`src/hw/vdop_pkg.sv`:
```
// Shared constants and types for the video decoder output pin block.
// Assumes one clock (the double-rate pixel clock) and synchronous reset.
package vdop_pkg;

  // Pixel port and buffer geometry
  localparam int PIX_W      = 16;           // Pixel output lines
  localparam int FIFO_DEPTH = 4;            // Words buffered in the pixel path

  // Buffered word layout: {vblank, hblank, field, vsync, hsync, pixel, data}
  localparam int WD_DATA_LSB = 0;           // Pixel data, low bit
  localparam int WD_PIX      = 16;          // Word carries valid pixel data
  localparam int WD_HS       = 17;          // Horizontal sync interval
  localparam int WD_VS       = 18;          // Vertical sync interval
  localparam int WD_FLD      = 19;          // Field indicator
  localparam int WD_HB       = 20;          // Horizontal blanking
  localparam int WD_VB       = 21;          // Vertical blanking
  localparam int WORD_W      = 22;          // Whole buffered word

  // Reset pin: consecutive low clocks needed before the device resets
  localparam logic [2:0] RST_LOW_MIN_CYC = 3'h4;

  // Serial bus slave address (7 bits, the read/write flag excluded)
  localparam logic [6:0] ADDR_SEL_LO = 7'h44;  // Select pin low, write 88h
  localparam logic [6:0] ADDR_SEL_HI = 7'h45;  // Select pin high, write 8Ah

  // Values after reset
  localparam logic [1:0] SYNC_RST_HI = 2'h3;   // Reset pin idles high
  localparam logic [1:0] SYNC_RST_LO = 2'h0;   // Address select idles low

  // Output drive state
  typedef enum logic {
    VDOP_FLOAT,                             // All pixel and strobe pins released
    VDOP_DRIVE                              // Pins driven from the buffer
  } vdop_ostate_t;

endpackage

```
`src/hw/vdop_fifo_if.sv`:
```
// Carrier between the output block and its pixel buffer.
// Assumes both ends sit on the same clock.
`timescale 1ns/1ps
`default_nettype none
interface vdop_fifo_if #(parameter int W = 22);
  logic         wr_valid;                   // Word offered to the buffer
  logic         wr_ready;                   // Buffer has room
  logic [W-1:0] wr_data;                    // Word written
  logic         rd_valid;                   // Buffer holds a word
  logic         rd_ready;                   // Drain side takes the word
  logic [W-1:0] rd_data;                    // Oldest word

  modport fifo_mp (
    input  wr_valid, wr_data, rd_ready,
    output wr_ready, rd_valid, rd_data
  );
  modport user_mp (
    output wr_valid, wr_data, rd_ready,
    input  wr_ready, rd_valid, rd_data
  );
endinterface
`default_nettype wire

```
`src/hw/vdop_fifo.sv`:
```
// Small synchronous FIFO for the pixel path.
// Assumes a power-free depth wrap, same-clock users, synchronous reset.
`timescale 1ns/1ps
`default_nettype none
module vdop_fifo #(
  parameter int W     = 22,                 // Word width
  parameter int DEPTH = 4                   // Number of words
) (
  input  wire logic        clk_i,           // Clock
  input  wire logic        rst_i,           // Synchronous flush, active high
  input  wire logic        ce_i,            // Clock enable
  vdop_fifo_if.fifo_mp     f                // Fill and drain sides
);
  localparam int AW = (DEPTH > 1) ? $clog2(DEPTH) : 1;
  localparam int CW = $clog2(DEPTH + 1);

  typedef struct packed {
    logic [DEPTH-1:0][W-1:0] mem;           // Storage
    logic [AW-1:0]           wp;            // Write index
    logic [AW-1:0]           rp;            // Read index
    logic [CW-1:0]           cnt;           // Words held
    logic                    rdy;           // Room for one more word
  } vdop_fifo_st_t;

  vdop_fifo_st_t q, d;
  logic push, pop;

  assign f.wr_ready = q.rdy;
  assign f.rd_valid = (q.cnt != '0);
  assign f.rd_data  = q.mem[q.rp];

  ////////////////////////////////////////////////////////////////////////
  // Next state; ready is registered so the fill side sees a flop
  always_comb begin
    d    = q;
    push = ce_i & f.wr_valid & q.rdy;
    pop  = ce_i & f.rd_ready & (q.cnt != '0);
    if (rst_i) begin
      // Flush discards any word pushed in the same cycle and clears ready, so nothing is kept in a dying buffer
      d = '0;
    end else begin
      if (push) begin
        d.mem[q.wp] = f.wr_data;
        d.wp = (q.wp == AW'(DEPTH - 1)) ? '0 : AW'(q.wp + 1'b1);
      end
      if (pop) begin
        d.rp = (q.rp == AW'(DEPTH - 1)) ? '0 : AW'(q.rp + 1'b1);
      end
      // Count moves only when exactly one side acts
      if (push && !pop) begin
        d.cnt = CW'(q.cnt + 1'b1);
      end else if (pop && !push) begin
        d.cnt = CW'(q.cnt - 1'b1);
      end
      d.rdy = (d.cnt < CW'(DEPTH));
    end
  end

  always_ff @(posedge clk_i) begin
    q <= d;
  end
endmodule
`default_nettype wire

```
`src/hw/vdop_top.sv`:
```
// Output pin logic of a video decoder: pixel port, timing strobes,
// reset pin filter, bus address strap and open-drain interrupt.
// Assumes the decoder core feeds words on the same clock, and that the
// pixel clock runs continuously; pin inputs are synchronised here.
//
// Operation
// - Pixel lines float after any reset
// - Line sync, selectable polarity, floats after reset
// - Frame sync, selectable polarity, floats after reset
// - Field output, selectable polarity, floats after reset
// - Pixel valid only on valid data cycles
// - Blank covers horizontal and vertical blanking intervals
// - Reset pin low four cycles resets device
// - Address select picks slave address 44h or 45h
// - Interrupt is open drain, low when active
`timescale 1ns/1ps
`default_nettype none
module vdop_top
  import vdop_pkg::*;
#(
  parameter int DEPTH = FIFO_DEPTH          // Pixel buffer depth
) (
  input  wire logic             mclk_i,             // Double-rate pixel clock
  input  wire logic             srst_i,             // Sync reset, active high
  input  wire logic             ce_i,               // Clock enable
  // Reset and strap pins
  input  wire logic             rst_pin_n_i,        // Reset pin, active low
  input  wire logic             bus_addr_select_i,  // Address select strap
  output logic [6:0]            i2c_addr_o,         // Slave address in use
  // Configuration from the register bank
  input  wire logic             soft_rst_i,         // Software reset pulse
  input  wire logic             out_en_i,           // Drive data/timing pins
  input  wire logic             hsync_pol_i,        // 1: line sync active high
  input  wire logic             vsync_pol_i,        // 1: frame sync active high
  input  wire logic             field_pol_i,        // 1: field active high
  input  wire logic             blank_pol_i,        // 1: blank active high
  // Word stream from the decoder core
  input  wire logic             src_valid_i,        // Word offered
  output logic                  src_ready_o,        // Buffer has room
  input  wire logic [PIX_W-1:0] src_data_i,         // Pixel data
  input  wire logic             src_pix_i,          // Word holds a pixel
  input  wire logic             src_hsync_i,        // In line sync interval
  input  wire logic             src_vsync_i,        // In frame sync interval
  input  wire logic             src_field_i,        // Odd field
  input  wire logic             src_hblank_i,       // In line blanking
  input  wire logic             src_vblank_i,       // In frame blanking
  input  wire logic             irq_req_i,          // Interrupt wanted
  // Pins
  output logic [PIX_W-1:0]      pixel_out_bus_o,    // Pixel lines
  output logic                  pixel_out_oe_n_o,   // Pixel lines enable, low
  output logic                  hsync_o,            // Line sync
  output logic                  vsync_o,            // Frame sync
  output logic                  field_o,            // Field indicator
  output logic                  blank_o,            // Composite blanking
  output logic                  pixel_valid_out_o,  // Pixel valid, active high
  output logic                  strobe_oe_n_o,      // Strobe pins enable, low
  output logic                  irq_out_o,          // Interrupt level, always 0
  output logic                  irq_out_oe_n_o      // Interrupt enable, low
);

  ////////////////////////////////////////////////////////////////////////
  // State

  typedef struct packed {
    vdop_ostate_t     st;                   // Drive state
    logic [1:0]       rst_sync;             // Reset pin synchroniser
    logic [1:0]       sel_sync;             // Strap synchroniser
    logic [2:0]       low_cnt;              // Consecutive low samples
    logic             hw_rst;               // Pin reset in force
    logic [6:0]       addr;                 // Slave address
    logic [PIX_W-1:0] pix;                  // Pixel lines
    logic             pix_oe_n;             // Pixel lines released when high
    logic             hs;                   // Line sync level
    logic             vs;                   // Frame sync level
    logic             fld;                  // Field level
    logic             bl;                   // Blank level
    logic             pv;                   // Pixel valid
    logic             stb_oe_n;             // Strobes released when high
    logic             irq_oe_n;             // Interrupt pulled low when low
  } vdop_top_st_t;

  vdop_top_st_t q, d;

  // Value of every register after a bus-level reset
  localparam vdop_top_st_t ST_RST = '{
    st:       VDOP_FLOAT,
    rst_sync: SYNC_RST_HI,
    sel_sync: SYNC_RST_LO,
    low_cnt:  3'h0,
    hw_rst:   1'b0,
    addr:     ADDR_SEL_LO,
    pix:      '0,
    pix_oe_n: 1'b1,
    hs:       1'b0,
    vs:       1'b0,
    fld:      1'b0,
    bl:       1'b0,
    pv:       1'b0,
    stb_oe_n: 1'b1,
    irq_oe_n: 1'b1
  };

  // Pin level for an active condition under a polarity bit
  function automatic logic pin_lvl(input logic act, input logic pol);
    pin_lvl = ~(act ^ pol);
  endfunction

  ////////////////////////////////////////////////////////////////////////
  // Pixel buffer

  vdop_fifo_if #(.W(WORD_W)) fq ();

  logic             any_rst;                // Flush and release the data and timing pins
  logic             pop;                    // Word leaves the buffer
  logic [WORD_W-1:0] w;                     // Oldest word

  // Any reset empties the buffer so no stale pixels follow it
  // Pin and soft reset wait for the clock enable, like every other flop
  assign any_rst     = srst_i | (ce_i & (q.hw_rst | soft_rst_i));
  assign fq.wr_valid = src_valid_i;
  assign fq.wr_data  = {src_vblank_i, src_hblank_i, src_field_i, src_vsync_i,
                        src_hsync_i, src_pix_i, src_data_i};
  // Drain stalls while the pins float, so the buffer fills and holds the source
  assign fq.rd_ready = (q.st == VDOP_DRIVE) & ~any_rst;
  assign pop         = ce_i & fq.rd_ready & fq.rd_valid;
  assign w           = fq.rd_data;

  vdop_fifo #(
    .W     (WORD_W),
    .DEPTH (DEPTH)
  ) u_fifo (
    .clk_i (mclk_i),
    .rst_i (any_rst),
    .ce_i  (ce_i),
    .f     (fq)
  );

  ////////////////////////////////////////////////////////////////////////
  // Next state

  always_comb begin
    d = q;
    if (srst_i) begin
      d = ST_RST;
    end else if (ce_i) begin
      // Pin inputs: only the second stage is looked at
      d.rst_sync = {q.rst_sync[0], rst_pin_n_i};
      d.sel_sync = {q.sel_sync[0], bus_addr_select_i};
      d.addr     = q.sel_sync[1] ? ADDR_SEL_HI : ADDR_SEL_LO;

      // Short glitches on the reset pin are ignored by the count
      if (q.rst_sync[1]) begin
        d.low_cnt = 3'h0;
      end else if (q.low_cnt != RST_LOW_MIN_CYC) begin
        d.low_cnt = q.low_cnt + 3'h1;
      end
      d.hw_rst = (d.low_cnt == RST_LOW_MIN_CYC);

      d.irq_oe_n = ~irq_req_i;

      if (q.hw_rst || soft_rst_i) begin
        // Either reset releases every data and timing pin
        d.st       = VDOP_FLOAT;
        d.pix_oe_n = 1'b1;
        d.stb_oe_n = 1'b1;
        d.pv       = 1'b0;
      end else begin
        unique case (q.st)
          VDOP_FLOAT: begin
            // Stay released until the controller enables the outputs
            if (out_en_i) begin
              d.st       = VDOP_DRIVE;
              d.pix_oe_n = 1'b0;
              d.stb_oe_n = 1'b0;
            end
          end
          VDOP_DRIVE: begin
            if (!out_en_i) begin
              d.st       = VDOP_FLOAT;
              d.pix_oe_n = 1'b1;
              d.stb_oe_n = 1'b1;
              d.pv       = 1'b0;
            end else if (pop) begin
              // One buffered word per pixel clock, all pins together
              d.pix = w[WD_DATA_LSB +: PIX_W];
              d.pv  = w[WD_PIX];
              d.hs  = pin_lvl(w[WD_HS], hsync_pol_i);
              d.vs  = pin_lvl(w[WD_VS], vsync_pol_i);
              d.fld = pin_lvl(w[WD_FLD], field_pol_i);
              d.bl  = pin_lvl(w[WD_HB] | w[WD_VB], blank_pol_i);
            end else begin
              // Underrun: sync levels hold, but no cycle claims valid data
              d.pv = 1'b0;
            end
          end
        endcase
      end
    end
  end

  // Single state register; clock enable already folded into d
  always_ff @(posedge mclk_i) begin
    q <= d;
  end

  ////////////////////////////////////////////////////////////////////////
  // Outputs, each straight from a flop except the interrupt level, tied to 0

  assign i2c_addr_o        = q.addr;
  // Buffer room flop itself, so the port agrees with what the buffer takes
  assign src_ready_o       = fq.wr_ready;
  assign pixel_out_bus_o   = q.pix;
  assign pixel_out_oe_n_o  = q.pix_oe_n;
  assign hsync_o           = q.hs;
  assign vsync_o           = q.vs;
  assign field_o           = q.fld;
  assign blank_o           = q.bl;
  assign pixel_valid_out_o = q.pv;
  assign strobe_oe_n_o     = q.stb_oe_n;
  assign irq_out_o         = 1'b0;
  assign irq_out_oe_n_o    = q.irq_oe_n;

  ////////////////////////////////////////////////////////////////////////
  // Checks

  a_pix_float_rst: assert property (@(posedge mclk_i) disable iff (srst_i)
    (ce_i && (q.hw_rst || soft_rst_i)) |=> (pixel_out_oe_n_o && !pixel_valid_out_o))
    else $error("pixel lines not released after reset");

  a_stb_float_rst: assert property (@(posedge mclk_i) disable iff (srst_i)
    (ce_i && (q.hw_rst || soft_rst_i)) |=> strobe_oe_n_o ##1 (strobe_oe_n_o || $past(out_en_i)))
    else $error("strobes not released after reset");

  a_hsync_level: assert property (@(posedge mclk_i) disable iff (srst_i)
    (pop && !q.hw_rst && !soft_rst_i && out_en_i)
      |=> hsync_o == ($past(w[WD_HS]) ~^ $past(hsync_pol_i)))
    else $error("line sync level or polarity wrong");

  a_vsync_level: assert property (@(posedge mclk_i) disable iff (srst_i)
    (pop && !q.hw_rst && !soft_rst_i && out_en_i)
      |=> vsync_o == ($past(w[WD_VS]) ~^ $past(vsync_pol_i)))
    else $error("frame sync level or polarity wrong");

  a_field_level: assert property (@(posedge mclk_i) disable iff (srst_i)
    (pop && !q.hw_rst && !soft_rst_i && out_en_i)
      |=> field_o == ($past(w[WD_FLD]) ~^ $past(field_pol_i)))
    else $error("field level or polarity wrong");

  a_valid_only_data: assert property (@(posedge mclk_i) disable iff (srst_i)
    $rose(pixel_valid_out_o) |-> $past(pop) && $past(w[WD_PIX]) && !pixel_out_oe_n_o)
    else $error("pixel valid without a data word");

  a_blank_covers: assert property (@(posedge mclk_i) disable iff (srst_i)
    (pop && !q.hw_rst && !soft_rst_i && out_en_i && (w[WD_HB] || w[WD_VB]))
      |=> blank_o == $past(blank_pol_i))
    else $error("blank not active in blanking interval");

  a_rst_four_low: assert property (@(posedge mclk_i) disable iff (srst_i)
    $rose(q.hw_rst) |-> $past(!q.rst_sync[1], 1) && $past(q.low_cnt, 1) == 3'h3)
    else $error("pin reset taken before four low cycles");

  a_rst_release: assert property (@(posedge mclk_i) disable iff (srst_i)
    (ce_i && q.rst_sync[1]) |=> !q.hw_rst)
    else $error("pin reset held after pin went high");

  a_addr_strap: assert property (@(posedge mclk_i) disable iff (srst_i)
    (ce_i && q.sel_sync[1]) |=> (i2c_addr_o == ADDR_SEL_HI))
    else $error("slave address does not follow select pin");

  a_irq_open_drain: assert property (@(posedge mclk_i) disable iff (srst_i)
    ce_i |=> (!irq_out_o && (irq_out_oe_n_o == !$past(irq_req_i))))
    else $error("interrupt pin not open drain");

  a_sync_change: assert property (@(posedge mclk_i) disable iff (srst_i)
    (!ce_i) |=> $stable(pixel_out_bus_o) && $stable(hsync_o) && $stable(pixel_valid_out_o))
    else $error("outputs moved while clock enable low");

  // Idle side of blanking: a word outside both intervals shows the inactive level
  a_blank_idle: assert property (@(posedge mclk_i) disable iff (srst_i)
    (pop && out_en_i && !w[WD_HB] && !w[WD_VB])
      |=> blank_o == !$past(blank_pol_i))
    else $error("blank active outside blanking");

  a_pix_data: assert property (@(posedge mclk_i) disable iff (srst_i)
    (pop && out_en_i)
      |=> pixel_out_bus_o == $past(w[WD_DATA_LSB +: PIX_W]))
    else $error("pixel lines do not carry the popped word");

  a_addr_strap_lo: assert property (@(posedge mclk_i) disable iff (srst_i)
    (ce_i && !q.sel_sync[1]) |=> (i2c_addr_o == ADDR_SEL_LO))
    else $error("slave address does not follow low select pin");

  // Pixel and strobe pins are released and taken back as one group
  a_oe_pair: assert property (@(posedge mclk_i) disable iff (srst_i)
    pixel_out_oe_n_o == strobe_oe_n_o)
    else $error("pixel and strobe enables differ");

  a_pv_released: assert property (@(posedge mclk_i) disable iff (srst_i)
    strobe_oe_n_o |-> !pixel_valid_out_o)
    else $error("pixel valid high while strobes released");

  // A flush must also refuse words, or stale pixels would follow the reset
  a_ready_flush: assert property (@(posedge mclk_i) disable iff (srst_i)
    (ce_i && (q.hw_rst || soft_rst_i)) |=> !src_ready_o)
    else $error("source accepted during reset flush");

endmodule
`default_nettype wire
```
`config.mk`:
```
export PLATFORM = sky130hd
export DESIGN_NAME = vdop_top
export DESIGN_NICKNAME = d
export VERILOG_FILES = /design/src/hw/vdop_pkg.sv /design/src/hw/vdop_fifo_if.sv /design/src/hw/vdop_fifo.sv /design/src/hw/vdop_top.sv
export SDC_FILE = /design/constraint.sdc
export NUM_CORES = 1
export LEC_CHECK = 0
export ABC_AREA = 0
export BUFFER_PORTS_ARGS = -buffer_cell sky130_fd_sc_hd__buf_2
export CORE_MARGIN = 2
export CORE_UTILIZATION = 49
export CTS_CLUSTER_SIZE = 30
export DETAILED_ROUTE_END_ITERATION = 12
export GPL_TIMING_DRIVEN = 0
export PLACE_DENSITY = 0.67
export SLEW_MARGIN = 20
export SYNTH_ARGS = -nofsm -noshare
export SYNTH_HDL_FRONTEND = slang
export SYNTH_HIERARCHICAL = 1
export SYNTH_SLANG_ARGS = --single-unit
```
`constraint.sdc`:
```
create_clock -name mclk_i -period 2.7 [get_ports mclk_i]
set_input_delay 0.135 -clock mclk_i [delete_from_list [all_inputs] [get_ports mclk_i]]
set_output_delay 0.135 -clock mclk_i [all_outputs]
set_load 0.02 [all_outputs]
```
==> results of run 1 <==
[final timing paths]
check           startpoint            to  slack (ps)  cells past startpoint
max                  q[31]          flop         300                      7
min          src_data_i[7]  u_fifo/q[37]          10                      3
max reg2reg          q[31]          flop         300                      7
min reg2reg   u_fifo/q[41]  u_fifo/q[41]         450                      2
[critical path: stages (launching register included)]
cell	delay (ps)
dfxtp_1	340
or2_0	320
a21o_1	240
nor2_1	320
nand3_1	180
ha_1	410
or3_1	380
o22ai_1	120
[registers in the layout, indices dropped and copies added, names as in the netlist, named ones only]
register and flops:
q 9, u_fifo/f.wr_ready 1, hsync_o 1, u_fifo/q 94
field_o 1, i2c_addr_o 1, strobe_oe_n_o 1, pixel_out_oe_n_o 1
pixel_out_bus_o 16, pixel_valid_out_o 1, irq_out_oe_n_o 1, vsync_o 1
blank_o 1
[per-stage QoR]
step	std cells	setup slack, ps	hold WS (ps)
3_3_place_gp	879	341	356
4_1_cts	934	314	0.200
2_1_floorplan	674	636	263
5_1_grt	934	170	16.3
6_report	934	304	11.8
3_5_place_dp	879	317	374
[area by class of cell]
cell class	count	area [µm²]	area share [%]
sequential	130	2600	36.1
multi-input combinational	457	2730	37.8
timing repair buffer	82	531	7.35
inverter	15	56.3	0.781
tap	147	184	2.55
buffer	72	518	7.18
clock buffer	27	523	7.25
clock inverter	4	70.1	0.971
[synthesized netlist by cell type, types with 2 or more instances]
cell	count
buf_2	19
nor2b_1	2
mux4_1	6
buf_4	27
a221oi_1	2
o211ai_1	2
nand2_1	183
and4_4	4
buf_6	13
or2b_1	2
o21ai_1	10
or3_1	2
nand2b_1	4
o21ai_0	16
dfxtp_1	130
nor2_1	9
nand4_1	5
ha_1	12
inv_1	15
clkbuf_1	6
mux4_2	16
or4_1	2
buf_1	3
a21oi_1	117
nand3_1	21
xnor2_1	4
mux2i_1	7
conb_1	2
o22ai_1	3
a211oi_1	2
[logic make-up after synthesis]
kind of cell    count (synthesis)
flops                         130
simple gates                  246
mux                            29
compound gates                159
buf+inv                        87
xor+xnor                        4
other cells                     2
fa+ha+maj                      12
[report_power, final]
part	total [µW]	internal [µW]	switching, µW
clock	2280	1500	779
combinational	270	107	163
sequential	1950	1940	11.0
[routing by layer]
metal  wire length (µm)  part of all wire, %  global-route usage (%)  up-vias
li1                   -                    -                       -     2474
met4                245                  1.6                    8.37        0
met3                710                  4.6                    6.43       22
met2               7300                   48                    40.3      135
met1               7040                   46                    31.8     2354
met5                  0                    0                       0        -
==> run metrics, run 1 <==
clock latency on the worst-skew pair=approximately 420 ps; area share of fa/ha/maj cells after synthesis=2.55%; clk root buf=clkbuf_16; critical path type=flop to flop; Compound-Gate Fraction of Synth Area=14.2%; final period utilization=around nine tenths; GR Util All Layers=around a quarter; Core Region=about 12000 µm²; Post-CTS Setup Inserts=0; Primary FF master, synth=dfxtp_1; Yosys Warn Count=6; Placed Area=approximately 6400 µm²; Max Cap Viol=0; largest net degree at the start of global routing=17; WP data arrival=2740 ps; mux contribution to synthesized area=around 10%; most frequent cells in the layout=nand2_1 (183), dfxtp_1 (130), a21oi_1 (117); vias in the first global route=4907; CTS Hold Buffers Added=24; clk buf depth=2; simple-gate area share of the yosys netlist=between 15 and 20%; Area Overhead vs Synth=22.5%; Yosys cell types=53; nets@finish=822; Clock Skews=~12 ps; Post-Layout Inst Area=roughly 7200 µm²; Pre-Repair DR Iteration Count=5; total power=about 4500 µW; io pins=68; worst path required time=between 3000 and 4000 ps; die height=between 100 and 150 µm; Num Clock Sinks=130; standard-cell rows=40; largest family of logic cells by synthesized area=simple AND/OR/NAND/NOR gates; RSZ-0062 raised after global routing=false; status=finished, final reports clean; hpwl dp=~11 mm; 1st-iter DRT viols=360; Crit Path Max Fanout=6; endpoints failing setup=0; GPL Wtd Cong=between 0.8 and 0.9; GR Overflow Total=0; total number of vias=4985; post-layout util=~60%; Synth Area in XOR/XNOR=less than 1%; Clk pin slew, worst setup/hold paths=about 50 ps; Hold Path Class=primary input to flop; cell count after synthesis=roughly 670; Die Area=12900 µm²; WL per Instance=around 16 µm; crit end category=flop; Post-synth EDFFs=0; # H-tree levels=4; endpoints failing hold=0; TritonCTS buffer count=17; synthesized area per cell=between 8 and 9 µm²; ys async rst share=0%; DRC viols=0; Final ANT Viol Nets=0; Ant. Diodes=0; area leader, netlist=dfxtp_1; Pleak=0.00276 µW; Port Buffers=58; Initial Util=about half; Synth area leaders=dfxtp_1 (44%), nand2_1 (12%), a21oi_1 (9.9%), mux4_2 (6.1%), buf_4 (3.4%); ratio of cells with drive above 1 in the final layout=a little over a fifth; Mapped Area=around 5900 µm²; f_max=~0.42 GHz; Worst VDD drop=roughly 0.44 mV; Setup TNS Final=0 ps; Max Transition Viols Final=0; P per Cell Area=between 600 and 700 nW/µm²; Seq/Total Area, Yosys=around 44%; Yosys reg bits=130; post-synth top area share=~44%; Startpoint Class=flop; initial antenna violation count=0; die span in x=approximately 110 µm; TritonCTS clock tree=built; post_cts resized=0; routed wire length=about 15 mm; FILL cells=between 1000 and 1500; via-per-instance ratio=approximately 5.3; Least-Margin Pin Slew=roughly 660 ps; first-pass GRT wire length=around 24 mm; Rel. slew slack=56.2%; fin crit period=roughly 2400 ps; most common cell after layout, fill and taps aside=nand2_1
(Power assumes the default switching activity.)
==> inputs of run 2 (changes only) <==
==> constraint.sdc (replaced) <==
create_clock -name mclk_i -period 2.52 [get_ports mclk_i]
set_input_delay 0.126 -clock mclk_i [delete_from_list [all_inputs] [get_ports mclk_i]]
set_output_delay 0.126 -clock mclk_i [all_outputs]
set_load 0.02 [all_outputs]
==> run 2 against run 1 <==
  * Sequential power increased by 7%
  * First-iteration DRC count fell by 6.1%
  * Clock power grew 7%
  * Highest routed layer unchanged
  * Combinational power grew 7.4%
  * Sequential cell count did not move
  * Register-to-register slack got worse by 50 ps
  * Die area unchanged
  * Count of clock-buffer cells in the layout unchanged
  * Global-route usage barely moved
  * Non-clock buffer count up 1
==> run metrics, run 2 (synthesized netlist as in run 1, its figures left out) <==
Port Buffers=58; Worst VDD drop=0.474 mV; met3 Track Usage GR=around 6.4%; status=finished, final reports clean; fin crit period=around 2300 ps; GPL Wtd Cong=0.841; min setup slack post-route=about 250 ps; Rel. slew slack=56.3%; # H-tree levels=4; r2r setup slk=250 ps; Num Clock Sinks=130; Pleak=approximately 0.0028 µW; most frequent cells in the layout=nand2_1 (183), dfxtp_1 (130), a21oi_1 (117); standard-cell rows=40; nets@finish=slightly above 800; Initial Util=roughly 50%; Max Transition Viols Final=0; GR Util All Layers=24.6%; total number of vias=approximately 5000; met2 Use GR=40.3%; TritonCTS buffer count=17; crit end category=flop; Final ANT Viol Nets=0; endpoints failing hold=0; post-layout util=60.9%; hpwl dp=between 10 and 15 mm; Largest register FFs=94; FILL cells=1088; Hold Path Sink=q[31]; Reg2Reg Depth=7; clk buf depth=2; endpoints failing setup=0; Pre-Repair DR Iteration Count=5; Reg with most FFs=u_fifo/q; Area Overhead vs Synth=22.7%; P per Cell Area=between 600 and 700 nW/µm²; vias in the first global route=roughly 4900; Critical path buffers and inverters=0; HP Start=srst_i; first-pass GRT wire length=around 24 mm; clock latency on the worst-skew pair=between 400 and 500 ps; io pins=between 60 and 70; RSZ-0062 raised after global routing=false; R2R Path Start=q[31]; WP data arrival=between 2000 and 3000 ps; worst path required time=2860 ps; die height=around 110 µm; Multi-input gate area=roughly 2700 µm²; WL per Instance=16.3 µm; Post-Layout Inst Area=7230 µm²; Clock Skews=around 11 ps; f_max=between 0.4 and 0.5 GHz; largest net degree at the start of global routing=17; Hold Path Class=primary input to flop; Critical-path top delay cell=ha_1; worst path cell trace=or2_0, a21o_1, nor2_2, nand3_1, ha_1, or3_1, o22ai_1; Least-Margin Pin Slew=656 ps; layer with the highest usage=met2; Reg area=~2600 µm²; Core Region=approximately 12000 µm²; 1st-iter DRT viols=~340; Setup TNS Final=0 ps; via-per-instance ratio=about 5.3; Startpoint Class=flop; Max Cap Viol=0; Die Area=between 10000 and 15000 µm²; initial antenna violation count=0; final period utilization=89.9%; most common cell after layout, fill and taps aside=nand2_1; Placed Area=about 6400 µm²; Clk pin slew, worst setup/hold paths=around 50 ps; Ant. Diodes=0; clk root buf=clkbuf_16; critical path type=flop to flop; TritonCTS clock tree=built; Crit Path Max Fanout=6; global-route met1 utilization=roughly a third; pre-CTS setup slack=around 140 ps; die span in x=between 100 and 150 µm; Worst Hold Depth=4; GR Overflow Total=0; ratio of cells with drive above 1 in the final layout=roughly 22%; Worst path top cell family by delay=simple AND/OR/NAND/NOR gates; DRC viols=0; Post-CTS Setup Inserts=0; routed wire length=between 15 and 20 mm; max incr delay on CP=about 400 ps
run 2: changes by cell type in the layout (fill, tap and decap cells not counted), sizes merged:
cell	previous run	this run
dlygate4sd3	24	25
run 2: where the power goes:
group,internal [µW],switching [µW],total (µW),leakage [µW]
logic,115,175,290,0.00142
registers,2080,11.8,2090,0.00105
clock network,1610,831,2440,0.000293
run 2: per-layer routing:
layer,part of all wire (%),routed length (µm)
met1,45,6870
met2,48,7230
met3,5.5,835
met4,1.8,279
met5,0,0
run 2: through the flow:
stage,power [µW],std cells,hold slack [ps]
3_3_place_gp,2380,879,347
3_5_place_dp,2390,879,365
2_1_floorplan,2280,674,254
5_1_grt,4970,935,91.5
4_1_cts,4840,935,47.9
6_report,4810,935,61.0
run 2: cell type report:
class	instances	area share [%]
inverters	15	0.779
flip-flops and latches	130	36.0
multi-input cells	457	37.8
well taps	147	2.55
repair buffers	83	7.48
plain buffers	72	7.17
clock buffers	27	7.24
clock inverters	4	0.970
run 2: how the worst max path moves through the flow:
stage / from / to / slack, ps / cells after the start
detailed placement: q[31] / flop / 140 / 7
global route: q[31] / u_fifo/q[79] / 110 / 6
finish: q[31] / flop / 250 / 7
global placement: q[31] / flop / 160 / 7
floorplan: q[31] / flop / 460 / 7
CTS: q[31] / flop / 130 / 7
run 2: repair_timing:
item,in CTS,in global routing
hold buffers,25,0
endpoints found under the setup margin,0,1
resized for setup,0,1
endpoints found under the hold margin,85,0
run 2: worst min-delay path, delay by kind of cell:
family	cells	cell delay (ps)
AOI/OAI and AO/OA	2	130
and+or+nand+nor	1	50
buffers and inverters	1	120
